==> src/hdl/ccr_pkg.sv <==
// Package with the register map, reset values, field positions and timing constants.
package ccr_pkg;

  localparam logic [7:0] ADDR_THERMAL = 8'h40;
  localparam logic [7:0] ADDR_CUR_ONE = 8'h41;
  localparam logic [7:0] ADDR_CUR_TWO = 8'h42;
  localparam logic [7:0] ADDR_CONTROL = 8'h43;
  localparam logic [7:0] ADDR_VOLTAGE = 8'h44;
  localparam logic [7:0] ADDR_PRE_DONE = 8'h45;
  localparam logic [7:0] ADDR_TIMERS = 8'h46;
  localparam logic [7:0] ADDR_STEP = 8'h47;
  localparam logic [7:0] ADDR_STATUS = 8'h4e;
  localparam logic [7:0] ADDR_SYS_MIN = 8'h4f;

  localparam int NUM_REGS = 9;
  localparam logic [3:0] IDX_NONE = 4'hf;
  localparam logic [3:0] IDX_SYS_MIN = 4'h8;

  localparam logic [NUM_REGS-1:0][7:0] RESET_VALUES = {
    8'h00, 8'h52, 8'h00, 8'h3a, 8'h8f, 8'h61, 8'h2d, 8'h43, 8'h0f};
  localparam logic [NUM_REGS-1:0][7:0] WRITE_MASKS = {
    8'h0f, 8'h7f, 8'hff, 8'h7f, 8'hff, 8'he7, 8'h7f, 8'h7f, 8'h0f};

  localparam int BIT_CHG_EN = 7;
  localparam int BIT_AUTO_STOP = 6;
  localparam int BIT_AUTO_RESTART = 5;
  localparam int BIT_ROOM_ONLY = 2;
  localparam int BIT_TMO_LIMIT = 1;
  localparam int BIT_CC1_EN = 0;

  localparam logic [15:0] SYS_MIN_BASE_MV = 16'd3000;
  localparam logic [15:0] SYS_MIN_STEP_MV = 16'd100;
  localparam logic [7:0] THERM_BASE_C = 8'd40;
  localparam logic [7:0] THERM_STEP_C = 8'd5;
  localparam logic [15:0] VREG_BASE_MV = 16'd4050;
  localparam logic [15:0] VREG_STEP_MV = 16'd10;
  localparam logic [15:0] VREG_CAP_MV = 16'd4600;
  localparam logic [15:0] RECHG_STEP_MV = 16'd50;
  localparam logic [15:0] VPRE_BASE_MV = 16'd2700;
  localparam logic [15:0] VPRE_STEP_MV = 16'd100;
  localparam logic [15:0] STEP_RISE_BASE_MV = 16'd3800;
  localparam logic [15:0] STEP_RISE_STEP_MV = 16'd50;
  localparam logic [15:0] STEP_HYS_STEP_MV = 16'd100;
  localparam logic [15:0] STEP_HYS_MAX_MV = 16'd600;

  localparam logic [6:0] CUR_KNEE_ONE = 7'h3c;
  localparam logic [6:0] CUR_KNEE_TWO = 7'h4f;
  localparam logic [6:0] CUR_KNEE_THREE = 7'h53;
  localparam logic [7:0] CUR_BASE_MA = 8'd5;
  localparam logic [7:0] CUR_MID_MA = 8'd65;
  localparam logic [7:0] CUR_HIGH_MA = 8'd160;
  localparam logic [7:0] CUR_MAX_MA = 8'd200;
  localparam logic [17:0] UA_PER_MA = 18'd1000;

  localparam logic [3:0][8:0] PRE_RATIO_PERMILLE = {9'd300, 9'd200, 9'd100, 9'd50};
  localparam logic [3:0][8:0] DONE_RATIO_PERMILLE = {9'd200, 9'd100, 9'd50, 9'd25};

  localparam logic [9:0] PRE_TIMER_BASE_MIN = 10'd30;
  localparam logic [9:0] MAINT_TIMER_BASE_MIN = 10'd15;
  localparam logic [9:0] SAFETY_TIMER_BASE_MIN = 10'd75;

  localparam longint CLK_HZ = 40000000;
  localparam longint SEC_PER_MIN = 60;
  localparam longint CYC_PER_MIN = CLK_HZ * SEC_PER_MIN;

  typedef enum logic [6:0] {
    CCR_OFF = 7'h01,
    CCR_PRE = 7'h02,
    CCR_CC1 = 7'h04,
    CCR_CC2 = 7'h08,
    CCR_MAINT = 7'h10,
    CCR_DONE = 7'h20,
    CCR_FAULT = 7'h40
  } ccr_state_t;

endpackage

==> src/hdl/ccr_regs.sv <==
// Charger configuration register bank with decoded setpoints and the charge sequencer.
//
// Contract
// System minimum voltage code maps to 3.0 V plus 0.1 V per step.
// Thermal shutdown code maps to 40 C plus 5 C per step.
// Zone-one current is piecewise 1, 5, 10 mA steps, saturating at 200 mA.
// Zone-two current uses the same piecewise mapping, saturating at 200 mA.
// Maintain charge moves to done only while auto-stop is set.
// With auto-restart, done restarts below recharge threshold; otherwise stays done.
// Room-only restricts the first current phase to room temperature zone.
// First phase times out to second phase unless the timeout-limit bit is set.
// First phase enable clear skips the first current phase.
// Recharge threshold is regulation voltage minus 50, 100, 150 or 200 mV.
// Regulation voltage is code times 10 mV plus 4.05 V, capped at 4.6 V.
// Software should keep the regulation code at or below 0x38.
// Pre-charge threshold is 2.70 V plus 0.1 V per step.
// Pre-charge current is 0.05, 0.10, 0.20 or 0.30 of fast current.
// Done threshold is 0.025, 0.05, 0.10 or 0.20 of zone-two current.
// Maintain timer selects 0, 15, 30 or 60 minutes.
// Pre-charge and first-phase timers select 30, 60, 120 or 240 minutes.
// Safety timer of 75 to 600 minutes runs through pre-charge to constant voltage.
// The sequencer runs only while the charger enable bit is set.
// Registers read back their last written value with unused bits zero.
//
// Our own choice: the plain strobed port.
module ccr_regs #(
  parameter logic [31:0] CYC_PER_MIN = 32'(ccr_pkg::CYC_PER_MIN)
) (
  input wire logic clk_sys,
  input wire logic sys_rst,
  input wire logic [7:0] reg_addr,
  input wire logic [7:0] reg_wdata,
  input wire logic reg_wr,
  input wire logic reg_rd,
  output logic [7:0] reg_rdata,
  input wire logic [15:0] vbat_mv,
  input wire logic [17:0] ibat_ua,
  input wire logic thm_room,
  input wire logic [7:0] die_temp_c,
  output logic [15:0] min_system_mv,
  output logic [7:0] thermal_shutdown_c,
  output logic [15:0] regulation_mv,
  output logic [15:0] recharge_mv,
  output logic [15:0] precharge_mv,
  output logic [17:0] precharge_ua,
  output logic [17:0] done_ua,
  output logic [15:0] step_rise_mv,
  output logic [15:0] step_hys_mv,
  output logic [17:0] charge_current_ua,
  output logic [6:0] charger_state
);

  ////////////////////////////////////////////////////////////////////////////////
  // State and helper functions.

  typedef struct packed {
    logic [ccr_pkg::NUM_REGS-1:0][7:0] regs;
    logic [7:0] rdata;
    ccr_pkg::ccr_state_t st;
    logic [31:0] tick_cnt;
    logic [9:0] phase_min;
    logic [9:0] safe_min;
    logic [15:0] sys_min_mv;
    logic [7:0] therm_c;
    logic [15:0] vreg_mv;
    logic [15:0] vrechg_mv;
    logic [15:0] vpre_mv;
    logic [17:0] ipre_ua;
    logic [17:0] idone_ua;
    logic [15:0] rise_mv;
    logic [15:0] hys_mv;
    logic [17:0] ichg_ua;
  } ccr_core_t;

  ccr_core_t q_r;
  ccr_core_t q_nxt;

  function automatic logic [3:0] addr_index(input logic [7:0] a);
    if (a >= ccr_pkg::ADDR_THERMAL && a <= ccr_pkg::ADDR_STEP)
      return 4'(a - ccr_pkg::ADDR_THERMAL);
    else if (a == ccr_pkg::ADDR_SYS_MIN)
      return ccr_pkg::IDX_SYS_MIN;
    else
      return ccr_pkg::IDX_NONE;
  endfunction

  // Fast-charge code to milliamps; codes above the last knee saturate.
  function automatic logic [7:0] fast_ma(input logic [6:0] c);
    if (c <= ccr_pkg::CUR_KNEE_ONE)
      return 8'(ccr_pkg::CUR_BASE_MA + 8'(c));
    else if (c <= ccr_pkg::CUR_KNEE_TWO)
      return 8'(ccr_pkg::CUR_MID_MA + 8'd5 * 8'(c - ccr_pkg::CUR_KNEE_ONE));
    else if (c <= ccr_pkg::CUR_KNEE_THREE)
      return 8'(ccr_pkg::CUR_HIGH_MA + 8'd10 * 8'(c - ccr_pkg::CUR_KNEE_TWO));
    else
      return ccr_pkg::CUR_MAX_MA;
  endfunction

  function automatic logic [9:0] timer_min(input logic [1:0] sel, input logic [9:0] base);
    return 10'(base << sel);
  endfunction

  ////////////////////////////////////////////////////////////////////////////////
  // Next-state logic.

  logic [3:0] idx;
  logic [7:0] ctl;
  logic [7:0] ma_one;
  logic [7:0] ma_two;
  logic minute;
  logic cc1_ok;
  logic safety_out;
  logic [9:0] maint_lim;
  ccr_pkg::ccr_state_t go;

  always_comb
  begin
    q_nxt = q_r;
    idx = addr_index(reg_addr);
    ctl = q_r.regs[3];
    ma_one = fast_ma(q_r.regs[1][6:0]);
    ma_two = fast_ma(q_r.regs[2][6:0]);
    q_nxt.rdata = 8'h00;
    if (reg_wr && idx != ccr_pkg::IDX_NONE)
    begin
      q_nxt.regs[idx] = reg_wdata & ccr_pkg::WRITE_MASKS[idx];
    end
    if (reg_rd)
    begin
      if (idx != ccr_pkg::IDX_NONE)
        q_nxt.rdata = q_r.regs[idx];
      else if (reg_addr == ccr_pkg::ADDR_STATUS)
        q_nxt.rdata = {1'b0, q_r.st};
    end

    q_nxt.sys_min_mv = 16'(ccr_pkg::SYS_MIN_BASE_MV
      + ccr_pkg::SYS_MIN_STEP_MV * 16'(q_r.regs[8][3:0]));
    q_nxt.therm_c = 8'(ccr_pkg::THERM_BASE_C
      + ccr_pkg::THERM_STEP_C * 8'(q_r.regs[0][3:0]));
    q_nxt.vreg_mv = 16'(ccr_pkg::VREG_BASE_MV
      + ccr_pkg::VREG_STEP_MV * 16'(q_r.regs[4][5:0]));
    if (q_nxt.vreg_mv > ccr_pkg::VREG_CAP_MV)
      q_nxt.vreg_mv = ccr_pkg::VREG_CAP_MV;
    // The recharge threshold follows the capped regulation value of this same update.
    q_nxt.vrechg_mv = 16'(q_nxt.vreg_mv
      - ccr_pkg::RECHG_STEP_MV * 16'({1'b0, q_r.regs[4][7:6]} + 3'd1));
    q_nxt.vpre_mv = 16'(ccr_pkg::VPRE_BASE_MV
      + ccr_pkg::VPRE_STEP_MV * 16'(q_r.regs[5][6:4]));
    q_nxt.ipre_ua = 18'(18'(ma_two)
      * 18'(ccr_pkg::PRE_RATIO_PERMILLE[q_r.regs[5][3:2]]));
    q_nxt.idone_ua = 18'(18'(ma_two)
      * 18'(ccr_pkg::DONE_RATIO_PERMILLE[q_r.regs[5][1:0]]));
    q_nxt.rise_mv = 16'(ccr_pkg::STEP_RISE_BASE_MV
      + ccr_pkg::STEP_RISE_STEP_MV * 16'(q_r.regs[7][3:0]));
    if (q_r.regs[7][6:4] >= 3'd5)
      q_nxt.hys_mv = ccr_pkg::STEP_HYS_MAX_MV;
    else
      q_nxt.hys_mv = 16'(ccr_pkg::STEP_HYS_STEP_MV * 16'({1'b0, q_r.regs[7][6:4]} + 4'd1));

    // Minute prescaler shared by all charge timers.
    minute = (q_r.tick_cnt == 32'(CYC_PER_MIN - 32'd1));
    q_nxt.tick_cnt = minute ? 32'h0000_0000 : 32'(q_r.tick_cnt + 32'd1);
    if (minute && q_r.phase_min != 10'h3ff)
      q_nxt.phase_min = 10'(q_r.phase_min + 10'd1);
    if (minute && q_r.safe_min != 10'h3ff &&
        (q_r.st == ccr_pkg::CCR_PRE || q_r.st == ccr_pkg::CCR_CC1 ||
         q_r.st == ccr_pkg::CCR_CC2 || q_r.st == ccr_pkg::CCR_MAINT))
      q_nxt.safe_min = 10'(q_r.safe_min + 10'd1);

    cc1_ok = ctl[ccr_pkg::BIT_CC1_EN]
      && (!ctl[ccr_pkg::BIT_ROOM_ONLY] || thm_room);
    safety_out = q_r.safe_min
      >= timer_min(q_r.regs[6][1:0], ccr_pkg::SAFETY_TIMER_BASE_MIN);
    if (q_r.regs[6][7:6] == 2'd0)
      maint_lim = 10'd0;
    else
      maint_lim = timer_min(2'(q_r.regs[6][7:6] - 2'd1), ccr_pkg::MAINT_TIMER_BASE_MIN);

    go = q_r.st;
    case (q_r.st)
      ccr_pkg::CCR_OFF:
        go = ccr_pkg::CCR_PRE;
      ccr_pkg::CCR_PRE:
        if (vbat_mv >= q_r.vpre_mv)
          go = cc1_ok ? ccr_pkg::CCR_CC1 : ccr_pkg::CCR_CC2;
        else if (q_r.phase_min >= timer_min(q_r.regs[6][5:4], ccr_pkg::PRE_TIMER_BASE_MIN))
          go = ccr_pkg::CCR_FAULT;
      ccr_pkg::CCR_CC1:
        if (vbat_mv >= q_r.vreg_mv)
          go = ccr_pkg::CCR_MAINT;
        else if (!cc1_ok)
          go = ccr_pkg::CCR_CC2;
        else if (!ctl[ccr_pkg::BIT_TMO_LIMIT] && q_r.phase_min
                 >= timer_min(q_r.regs[6][3:2], ccr_pkg::PRE_TIMER_BASE_MIN))
          go = ccr_pkg::CCR_CC2;
        else if (vbat_mv >= q_r.rise_mv)
          go = ccr_pkg::CCR_CC2;
      ccr_pkg::CCR_CC2:
        if (vbat_mv >= q_r.vreg_mv)
          go = ccr_pkg::CCR_MAINT;
      ccr_pkg::CCR_MAINT:
        if (ctl[ccr_pkg::BIT_AUTO_STOP] && ibat_ua < q_r.idone_ua
            && q_r.phase_min >= maint_lim)
          go = ccr_pkg::CCR_DONE;
      ccr_pkg::CCR_DONE:
        if (ctl[ccr_pkg::BIT_AUTO_RESTART] && vbat_mv < q_r.vrechg_mv)
          go = ccr_pkg::CCR_PRE;
      ccr_pkg::CCR_FAULT:
        go = ccr_pkg::CCR_FAULT;
      default:
        go = ccr_pkg::CCR_OFF;
    endcase
    // A safety expiry outranks every ordinary phase change except moves into or out of done and moves out of off.
    if (safety_out && go != ccr_pkg::CCR_DONE && q_r.st != ccr_pkg::CCR_DONE
        && q_r.st != ccr_pkg::CCR_OFF)
      go = ccr_pkg::CCR_FAULT;
    if (!ctl[ccr_pkg::BIT_CHG_EN])
      go = ccr_pkg::CCR_OFF;
    q_nxt.st = go;
    if (go != q_r.st)
    begin
      q_nxt.phase_min = 10'd0;
      q_nxt.tick_cnt = 32'h0000_0000;
      if (go == ccr_pkg::CCR_PRE || go == ccr_pkg::CCR_OFF)
        q_nxt.safe_min = 10'd0;
    end

    case (q_r.st)
      ccr_pkg::CCR_PRE:
        q_nxt.ichg_ua = q_r.ipre_ua;
      ccr_pkg::CCR_CC1:
        q_nxt.ichg_ua = 18'(18'(ma_one) * ccr_pkg::UA_PER_MA);
      ccr_pkg::CCR_CC2, ccr_pkg::CCR_MAINT:
        q_nxt.ichg_ua = 18'(18'(ma_two) * ccr_pkg::UA_PER_MA);
      default:
        q_nxt.ichg_ua = 18'd0;
    endcase
    // At or over the thermal limit the current is held off but the phase is kept.
    if (die_temp_c >= q_r.therm_c)
      q_nxt.ichg_ua = 18'd0;
  end

  ////////////////////////////////////////////////////////////////////////////////
  // Registers.

  always_ff @(posedge clk_sys or posedge sys_rst)
  begin
    if (sys_rst)
    begin
      q_r <= '0;
      q_r.regs <= ccr_pkg::RESET_VALUES;
      q_r.st <= ccr_pkg::CCR_OFF;
    end
    else
    begin
      q_r <= q_nxt;
    end
  end

  assign reg_rdata = q_r.rdata;
  assign min_system_mv = q_r.sys_min_mv;
  assign thermal_shutdown_c = q_r.therm_c;
  assign regulation_mv = q_r.vreg_mv;
  assign recharge_mv = q_r.vrechg_mv;
  assign precharge_mv = q_r.vpre_mv;
  assign precharge_ua = q_r.ipre_ua;
  assign done_ua = q_r.idone_ua;
  assign step_rise_mv = q_r.rise_mv;
  assign step_hys_mv = q_r.hys_mv;
  assign charge_current_ua = q_r.ichg_ua;
  assign charger_state = q_r.st;

endmodule

==> config.mk <==
export PLATFORM = sky130hd
export DESIGN_NAME = ccr_regs
export DESIGN_NICKNAME = d
export VERILOG_FILES = /design/src/hdl/ccr_pkg.sv /design/src/hdl/ccr_regs.sv
export SDC_FILE = /design/constraint.sdc
export NUM_CORES = 1
export LEC_CHECK = 0
export ABC_AREA = 1
export ABC_CLOCK_PERIOD_IN_PS = 19130
export BUFFER_PORTS_ARGS = -buffer_cell sky130_fd_sc_hd__buf_2
export CAP_MARGIN = 30
export CORE_AREA = 3 3 202 204
export CTS_BUF_LIST = sky130_fd_sc_hd__clkbuf_4 sky130_fd_sc_hd__clkbuf_8
export DETAILED_ROUTE_END_ITERATION = 16
export DIE_AREA = 0 0 205 207
export PLACE_DENSITY = 0.88
export SLEW_MARGIN = 20
export SYNTH_ARGS = -nofsm -noshare
export SYNTH_HDL_FRONTEND = slang
export SYNTH_SLANG_ARGS = --single-unit
==> constraint.sdc <==
create_clock -name clk_sys -period 19.13 [get_ports clk_sys]
set_input_delay 0.9565 -clock clk_sys [delete_from_list [all_inputs] [get_ports clk_sys]]
set_output_delay 0.9565 -clock clk_sys [all_outputs]
set_load 0.005 [all_outputs]
* After elaboration in Yosys (flattened, before gate mapping)
Memories as Yosys holds them, arrays and structs flattened.
Index checks and enable logic that the tools add are counted.
** Storage, ports and cells
- ROM bits :: 128
- Output and inout port bits :: 173
- Memories kept :: 1
- Logic and storage cells :: 179
- Bits in registers :: 286
** Operators by class
- Order comparisons :: 24
- Eq/ne operators :: 19
- Mux-type cells :: 44
- Reduce and logical (&&, ||, !) cells :: 24
- Shift-type cells :: 4
- Bitwise gates (word level) :: 1
- Add/sub/neg operators :: 23
- Multipliers :: 15
** Memories
- (name not given) :: depth 16, width 8, rd ports 1, clocked after Yosys merged registers in 0, wr ports 0, line ccr_regs.sv:126 : q_nxt.regs[idx] = reg_wdata & ccr_pkg::WRITE_MASKS[idx];
** Operator list (number)
- 8-bit 2-to-1 mux :: 11
- 7-bit 2-to-1 mux :: 12
- 72-bit bitwise mux :: 1
- 18-bit case mux with 3 select lines :: 1
- 52-bit 2-to-1 mux :: 1
- 7-bit case mux with 7 select lines :: 1
- 10-bit >= comparator :: 4
- 10-bit 2-to-1 mux :: 4
- 12-bit by 10-bit adder with 13-bit output, first input constant :: 3
- 9-bit binary-select mux with 2-bit select :: 2
- 8-bit by 9-bit multiplier with 17-bit output :: 2
- 32-bit by 1-bit adder with 32-bit output, second input constant :: 1
- 8-bit binary-select mux with 4-bit select :: 1
- 8-bit demux with 4-bit select :: 1
- 32-bit equality test, second input constant :: 1
- 16-bit by 13-bit >= comparator with 1-bit output :: 2
- 32-bit 2-to-1 mux :: 1
- 8-bit by 7-bit multiplier with 15-bit output, second input constant :: 2
- 7-bit <= comparator, second input constant :: 4
- 5-bit by 4-bit multiplier with 9-bit output, first input constant :: 3
- 10-bit by 1-bit adder with 10-bit output, second input constant :: 2
- 10-bit inequality test, second input constant :: 2
- 5-bit by 2-bit << shifter with 10-bit output, first input constant :: 2
- 18-bit by 17-bit < comparator with 1-bit output :: 1
- other kinds (55) :: 89

* Logic depth before layout (Yosys ltp)
Gate-level depths: netlist of the first run.
- Depth after elaboration :: 17
- Depth in mapped cells :: 39
- Depth with buffers taken out :: 38

* Worst setup path before layout of the first run
OpenSTA, ideal clock, no wires.
- Path type :: register to register
- From :: reg q_r[243] (netlist name)
- To :: reg q_r, in the netlist done_ua[16]
- Stages on the path, launching flop included :: 39
- Data required time :: 19008 ps
- Slack :: 12012 ps
- Period minus slack after synthesis :: 7118 ps
- Arrival :: 6995 ps
- Cell sequence :: dfstp_2 -> ha_1 -> nor2_1 -> nor2_1 -> nand2_1 -> o21ai_0 -> inv_1 -> ha_1 -> fa_1 -> xor2_1 -> ha_1 -> xnor2_1 -> o21ai_1 -> a21oi_1 -> a21oi_1 -> nor2_1 -> nor2_2 -> inv_2 -> [... 3 more ...] -> inv_1 -> fa_1 -> inv_1 -> fa_1 -> inv_1 -> fa_1 -> inv_1 -> ha_1 -> nand2_1 -> inv_1 -> nand4_1 -> o211ai_1 -> a21boi_0 -> o21ai_0 -> a21oi_1 -> nor2_1 -> nor2_1 -> xnor2_1
** RTL lines
- start: declaration :: line ccr_regs.sv:75 : ccr_core_t q_r;
- start signal: assignment :: line ccr_regs.sv:256 : q_r <= q_nxt;

==> results.json, run 1 <==
{
  "synth_edf_count": 0,
  "nets": 3956,
  "crit_type": "reg2reg",
  "cts-root-buf": "clkbuf_8",
  "drive_above_1_share_pct": 11.5,
  "startpoint": "q_r[243]$_DFFE_PP1P_",
  "cp_slowest_cell": "dfstp_2",
  "cts_buffer_depth": 3,
  "cts_sinks": 266,
  "pin_count": 236,
  "worstHoldPathType": "in2async",
  "wire_per_inst_um": 16.0,
  "coreArea_mm2": 0.0395,
  "hold_viol_final": 0,
  "globalRouteOverflowTotal": 0,
  "path_max_fanout": 14,
  "syn_area_mm2": 0.0261,
  "synth.distinct_cells": 61,
  "async_reset_ff_share_pct": 100,
  "yosysMostFrequentCell": "inv_1",
  "start_util_pct": 66.3,
  "yosys_register_bits": 266,
  "worstPathRequired_ns": 19.66,
  "place.gp.congestion": 0.981,
  "dr.first_iter.drc_count": 1818,
  "worstPathArrival_ns": 8.36,
  "yosysTopAreaCell": "dfrtp_1",
  "reg2reg_from": "q_r[243]$_DFFE_PP1P_",
  "finalPower_w": 0.00126,
  "endpoint": "precharge_ua[16]$_DFF_PP0_",
  "place_area_mm2": 0.0265,
  "grt_max_degree": 109,
  "synth_common_cells": "inv_1 (622), nand2_1 (568), ha_1 (385), nor2_1 (310), dfrtp_1 (239)",
  "areaGrowthSynthToFinish_pct": 5.33,
  "final_area_mm2": 0.0275,
  "setup_viol": 0,
  "period_share_pct": 40.9,
  "grt_pass1_vias": 21465,
  "die_width_um": 205,
  "synth.area.top_cells": "dfrtp_1 (23%), ha_1 (18%), fa_1 (9.8%), inv_1 (8.9%), nand2_1 (8.2%)",
  "via_per_inst": 5.49,
  "max_freq_ghz": 0.128,
  "clkLatencyLatePin_ns": 0.61,
  "ant_nets": 0,
  "clock_skew_ns": 0.0202,
  "max_stage_delay_ns": 0.60,
  "antenna_found_initial": 3,
  "n_fill_cell": 3104,
  "worst_setup_path_end_kind": "register",
  "cts_resized": 0,
  "synthesis.instances": 3295,
  "drc_errors": 0,
  "yosys_warnings": 0,
  "leakagePower_nw": 15.1,
  "synth_top_cell_area_share_pct": 22.9,
  "synth_ff_type": "dfrtp_1",
  "run_status": "finished, final reports clean",
  "wl_um": 63200,
  "track_usage_pct": 30.0,
  "grt_pass1_wl_um": 105000,
  "max_slew_margin_pct": 36.9,
  "fin_crit_ns": 7.83,
  "clk_pin_slew_ns": 0.07,
  "die_area_mm2": 0.0424,
  "rsz0062_at_grt": "false",
  "start_kind": "register",
  "cts_made_buffers": 47,
  "drtPass1Iterations": 8,
  "dr_total_vias": 21628,
  "vdd_drop_max_mv": 0.0399,
  "die_h_um": 207,
  "slew_viol_final": 0,
  "p_per_area_mw_per_mm2": 45.9,
  "reg2reg_slack_ns": 11.30,
  "worst_r2r_endpoint": "precharge_ua[16]$_DFF_PP0_",
  "ys_seq_area_share_pct": 25.6,
  "reg2reg_depth": 35,
  "fp-row-count": 73,
  "cap_violations": 0,
  "cts_setup_buffers": 0,
  "cts_tree": "built",
  "h-tree-depth": 2,
  "fin_tns_setup_ns": 0,
  "dp.final_hpwl_um": 49400,
  "synth.avg_cell_area_um2": 7.94,
  "io_buffers": 204,
  "worstMarginPinSlew_ns": 0.943,
  "ctsHoldBuffers": 0
}
==> routing by layer <==
| layer | track usage (%) | wire length (um) | vias up |
|---|---|---|---|
| met4 | 13.2 | 3020 | 4 |
| li1 | - | - | 10326 |
| met5 | 0 | 28 | - |
| met3 | 5.00 | 5200 | 219 |
| met1 | 39.2 | 25500 | 10146 |
| met2 | 49.2 | 29500 | 933 |
==> cell type report <==
class                           instances  area (um^2)  area share, %
Antenna cell                            2         5.00         0.0182
Tap cell                              525          657           2.39
Inverter                              641         2410           8.76
Clock buffer                           72          903           3.28
Clock inverter                         12         80.1          0.291
Multi-Input combinational cell       2209        15700           56.9
Sequential cell                       266         6690           24.3
Timing Repair Buffer                  215         1120           4.08
==> placed cells by master, fill, tap and decap left out, types with 12 or more instances in the layout <==
cell        n
nor2_1    310
conb_1     36
nand2_1   568
nand4_1    41
xor2_1     95
xnor2_1    34
nand3_1   128
dfrtp_1   239
nor2_2     22
clkbuf_8   58
a21oi_1   132
fa_1      128
dfstp_2    27
o21ai_0   158
nor3_1     42
clkbuf_4   14
inv_1     621
buf_2     205
ha_1      385
inv_2      12
==> through the flow <==
step | instances | worst slack, ns | hold slack (ns) | utilization [%]
floorplan | 3329 | 10.89 | 0.405 | -
global placement | 3851 | 11.50 | 0.434 | 67.1
global route | 3941 | 10.52 | 0.442 | 69.8
CTS | 3937 | 11.29 | 0.431 | 69.7
finish | 3942 | 11.30 | 0.431 | 69.8
detailed placement | 3853 | 11.34 | 0.428 | 67.2
==> registers in the layout (all words and copies together), names as in the netlist, 9 cells and up <==
register and flops:
recharge_mv 15, q_r 116, precharge_ua 16, step_hys_mv 9
done_ua 17, precharge_mv 10, step_rise_mv 12, regulation_mv 12
charge_current_ua 17, min_system_mv 11
==> cell families (layout without fill, tap and decap cells) <==
kind of cell / after synthesis / after routing / share of synthesized area (%)
compound gates: 367 / 367 / 7.84
other cells: 2 / 38 / 0.0287
simple gates: 1163 / 1163 / 19.0
buf+inv: 854 / 940 / 15.0
xor+xnor: 129 / 129 / 4.32
flops: 266 / 266 / 25.6
mux: 1 / 1 / 0.0383
fa+ha+maj: 513 / 513 / 28.2
==> power by group <==
group	total, W	internal, W	switching [W]
sequential	0.000586	0.000576	0.00000964
clock	0.000555	0.000302	0.000252
combinational	0.000123	0.0000433	0.0000793
==> worst min path at each step <==
stage                               startpoint                               to  slack, ns
after floorplan           q_r[226]$_DFFE_PP1P_  thermal_shutdown_c[1]$_DFF_PP0_       0.41
after global placement    q_r[282]$_DFFE_PP1P_        step_rise_mv[2]$_DFF_PP0_       0.43
after detailed placement  q_r[226]$_DFFE_PP1P_  thermal_shutdown_c[1]$_DFF_PP0_       0.43
after CTS                 q_r[226]$_DFFE_PP1P_  thermal_shutdown_c[1]$_DFF_PP0_       0.43
after global routing      q_r[226]$_DFFE_PP1P_  thermal_shutdown_c[1]$_DFF_PP0_       0.44
final                                  sys_rst        recharge_mv[10]$_DFF_PP0_       0.43
==> worst max-delay path: cells and delay by family, from the launching register on <==
kind	cells	cell delay, ns
xor gates and xnor gates	3	0.45
AOI/OAI and AO/OA	9	1.21
and+or+nand+nor	9	1.38
buffers and inverters	5	0.47
DFF	1	0.60
adders and majority gates	9	3.61
Power figures use the tool's default switching activity.
==> inputs of run 2 (changes only) <==
--- a/config.mk
+++ b/config.mk
@@ -6,14 +6,14 @@
 export NUM_CORES = 1
 export LEC_CHECK = 0
 export ABC_AREA = 1
-export ABC_CLOCK_PERIOD_IN_PS = 19130
+export ABC_CLOCK_PERIOD_IN_PS = 7250
 export BUFFER_PORTS_ARGS = -buffer_cell sky130_fd_sc_hd__buf_2
 export CAP_MARGIN = 30
-export CORE_AREA = 3 3 202 204
+export CORE_AREA = 3 3 208 210
 export CTS_BUF_LIST = sky130_fd_sc_hd__clkbuf_4 sky130_fd_sc_hd__clkbuf_8
 export DETAILED_ROUTE_END_ITERATION = 16
-export DIE_AREA = 0 0 205 207
-export PLACE_DENSITY = 0.88
+export DIE_AREA = 0 0 211 213
+export PLACE_DENSITY = 0.83
 export SLEW_MARGIN = 20
 export SYNTH_ARGS = -nofsm -noshare
 export SYNTH_HDL_FRONTEND = slang
==> constraint.sdc (replaced) <==
create_clock -name clk_sys -period 7.25 [get_ports clk_sys]
set_input_delay 0.3625 -clock clk_sys [delete_from_list [all_inputs] [get_ports clk_sys]]
set_output_delay 0.3625 -clock clk_sys [all_outputs]
set_load 0.005 [all_outputs]
==> results.json, run 2 (synthesis results as in run 1) <==
{
  "cts_tree": "built",
  "wl_um": 63100,
  "drtPass1Iterations": 8,
  "layoutNonFillerInstCount": 3987,
  "p_per_area_mw_per_mm2": 126,
  "slew_viol_final": 0,
  "place_area_mm2": 0.0267,
  "worstHoldEndpoint": "reg_rdata[2]$_DFF_PP0_",
  "track_usage_pct": 28.1,
  "reg2reg_depth": 34,
  "holdPathStages": 3,
  "h-tree-depth": 2,
  "reg2reg_from": "q_r[243]$_DFFE_PP1P_",
  "max_slew_margin_pct": 34.9,
  "worstMarginPinSlew_ns": 0.971,
  "path_max_fanout": 5,
  "coreArea_mm2": 0.0418,
  "via_per_inst": 5.36,
  "cts_buffer_depth": 3,
  "clkLatencyLatePin_ns": 0.62,
  "worst_setup_path_end_kind": "register",
  "hold_viol_final": 0,
  "areaGrowthSynthToFinish_pct": 7.31,
  "cts_sinks": 266,
  "layout_commonest_cell": "inv_1",
  "top_register": "q_r",
  "grt_pass1_vias": 20518,
  "worstHoldPathType": "in2reg",
  "pin_count": 236,
  "max_freq_ghz": 0.146,
  "fp-row-count": 75,
  "reg2reg_slack_ns": 0.39,
  "hold_start": "reg_rd",
  "drive_above_1_share_pct": 12.8,
  "nets": 3984,
  "layout_common_cells": "inv_1 (621), nand2_1 (567), ha_1 (378)",
  "n_fill_cell": 3419,
  "die_h_um": 213,
  "setup_viol": 0,
  "crit_type": "reg2reg",
  "die_area_mm2": 0.0449,
  "finalPower_w": 0.00354,
  "fin_crit_ns": 6.86,
  "period_share_pct": 94.6,
  "grt_pass1_wl_um": 102000,
  "antenna_found_initial": 2,
  "cts_made_buffers": 48,
  "largest_register_ff_count": 116,
  "start_kind": "register",
  "run_status": "finished, final reports clean",
  "worstPathArrival_ns": 7.40,
  "dp.cells": 3887,
  "leakagePower_nw": 15.3,
  "drc_errors": 0,
  "path_common_cell": "fa_1",
  "dr.first_iter.drc_count": 1689,
  "worstPathRequired_ns": 7.79,
  "max_stage_delay_ns": 0.57,
  "final_core_util_pct": 67.2,
  "start_util_pct": 62.6,
  "cts-root-buf": "clkbuf_8",
  "clk_pin_slew_ns": 0.06,
  "place.gp.congestion": 1.01,
  "dp.final_hpwl_um": 49200,
  "final_area_mm2": 0.0281,
  "rsz0062_at_grt": "true",
  "dr_total_vias": 21375,
  "clock_skew_ns": 0.0267,
  "ant_nets": 0,
  "vdd_drop_max_mv": 0.119,
  "die_width_um": 211,
  "cap_violations": 0,
  "cp_slowest_cell": "dfstp_2",
  "grt_max_degree": 137,
  "worst_r2r_endpoint": "done_ua[15]$_DFF_PP0_",
  "io_buffers": 204,
  "globalRouteOverflowTotal": 0,
  "holdWs_ns": 0.0496,
  "wire_per_inst_um": 15.8
}
run 2: worst max path at each step:
stage                                        to  slack, ns  cells past startpoint                  from
final                     done_ua[15]$_DFF_PP0_       0.39                     34  q_r[243]$_DFFE_PP1P_
after detailed placement  done_ua[16]$_DFF_PP0_       0.07                     37  q_r[244]$_DFFE_PP1P_
after global placement    done_ua[16]$_DFF_PP0_       0.16                     37  q_r[244]$_DFFE_PP1P_
after global routing      done_ua[16]$_DFF_PP0_      -0.02                     37  q_r[243]$_DFFE_PP1P_
after floorplan           done_ua[16]$_DFF_PP0_       0.13                     38  q_r[243]$_DFFE_PP1P_
after CTS                 done_ua[16]$_DFF_PP0_       0.05                     37  q_r[243]$_DFFE_PP1P_
run 2: per-layer routing:
metal / GRT usage, % / share of wire (%) / up-vias / wire [um]
met4: 12.0 / 4.5 / 0 / 2860
met5: 0 / 0 / - / 0
met2: 45.8 / 46 / 797 / 29100
li1: - / - / 10421 / -
met1: 37.7 / 43 / 9995 / 26900
met3: 4.32 / 6.7 / 162 / 4210
run 2: area by class of cell:
class	instances	area, um^2	area share, %
clock buffers	70	907	3.23
well taps	539	674	2.40
diodes	2	5.00	0.0178
clock inverters	18	226	0.807
repair buffers	242	1360	4.83
flip-flops and latches	266	6690	23.8
multi-input cells	2209	15800	56.3
inverters	641	2410	8.59
run 2: power by group:
| part | internal, W | switching [W] | leakage, nW |
|---|---|---|---|
| registers | 0.00152 | 0.0000284 | 3.25 |
| logic | 0.000116 | 0.000210 | 11.5 |
| clock network | 0.000986 | 0.000680 | 0.591 |
run 2: critical path, delay by kind of cell, from the launching register on:
family | cells | cell delay (ns)
adders and majority gates | 9 | 3.45
AOI/OAI and AO/OA | 6 | 0.73
and+or+nand+nor | 8 | 0.71
buffers and inverters | 7 | 0.69
xor gates and xnor gates | 4 | 0.64
DFF | 1 | 0.57
run 2: timing repair:
item	4_1_cts	5_1_grt
hold endpoints to repair	47	0
hold buffers	1	0
gates resized for setup	0	30
endpoints found under the setup margin	0	10
buffers inserted	0	7
run 2: metrics by stage:
stage                     setup slack [ns]  setup TNS [ns]
after global placement               0.156               0
after detailed placement            0.0705               0
after CTS                           0.0500               0
after global routing               -0.0223         -0.0357
after floorplan                      0.132               0
final                                0.389               0
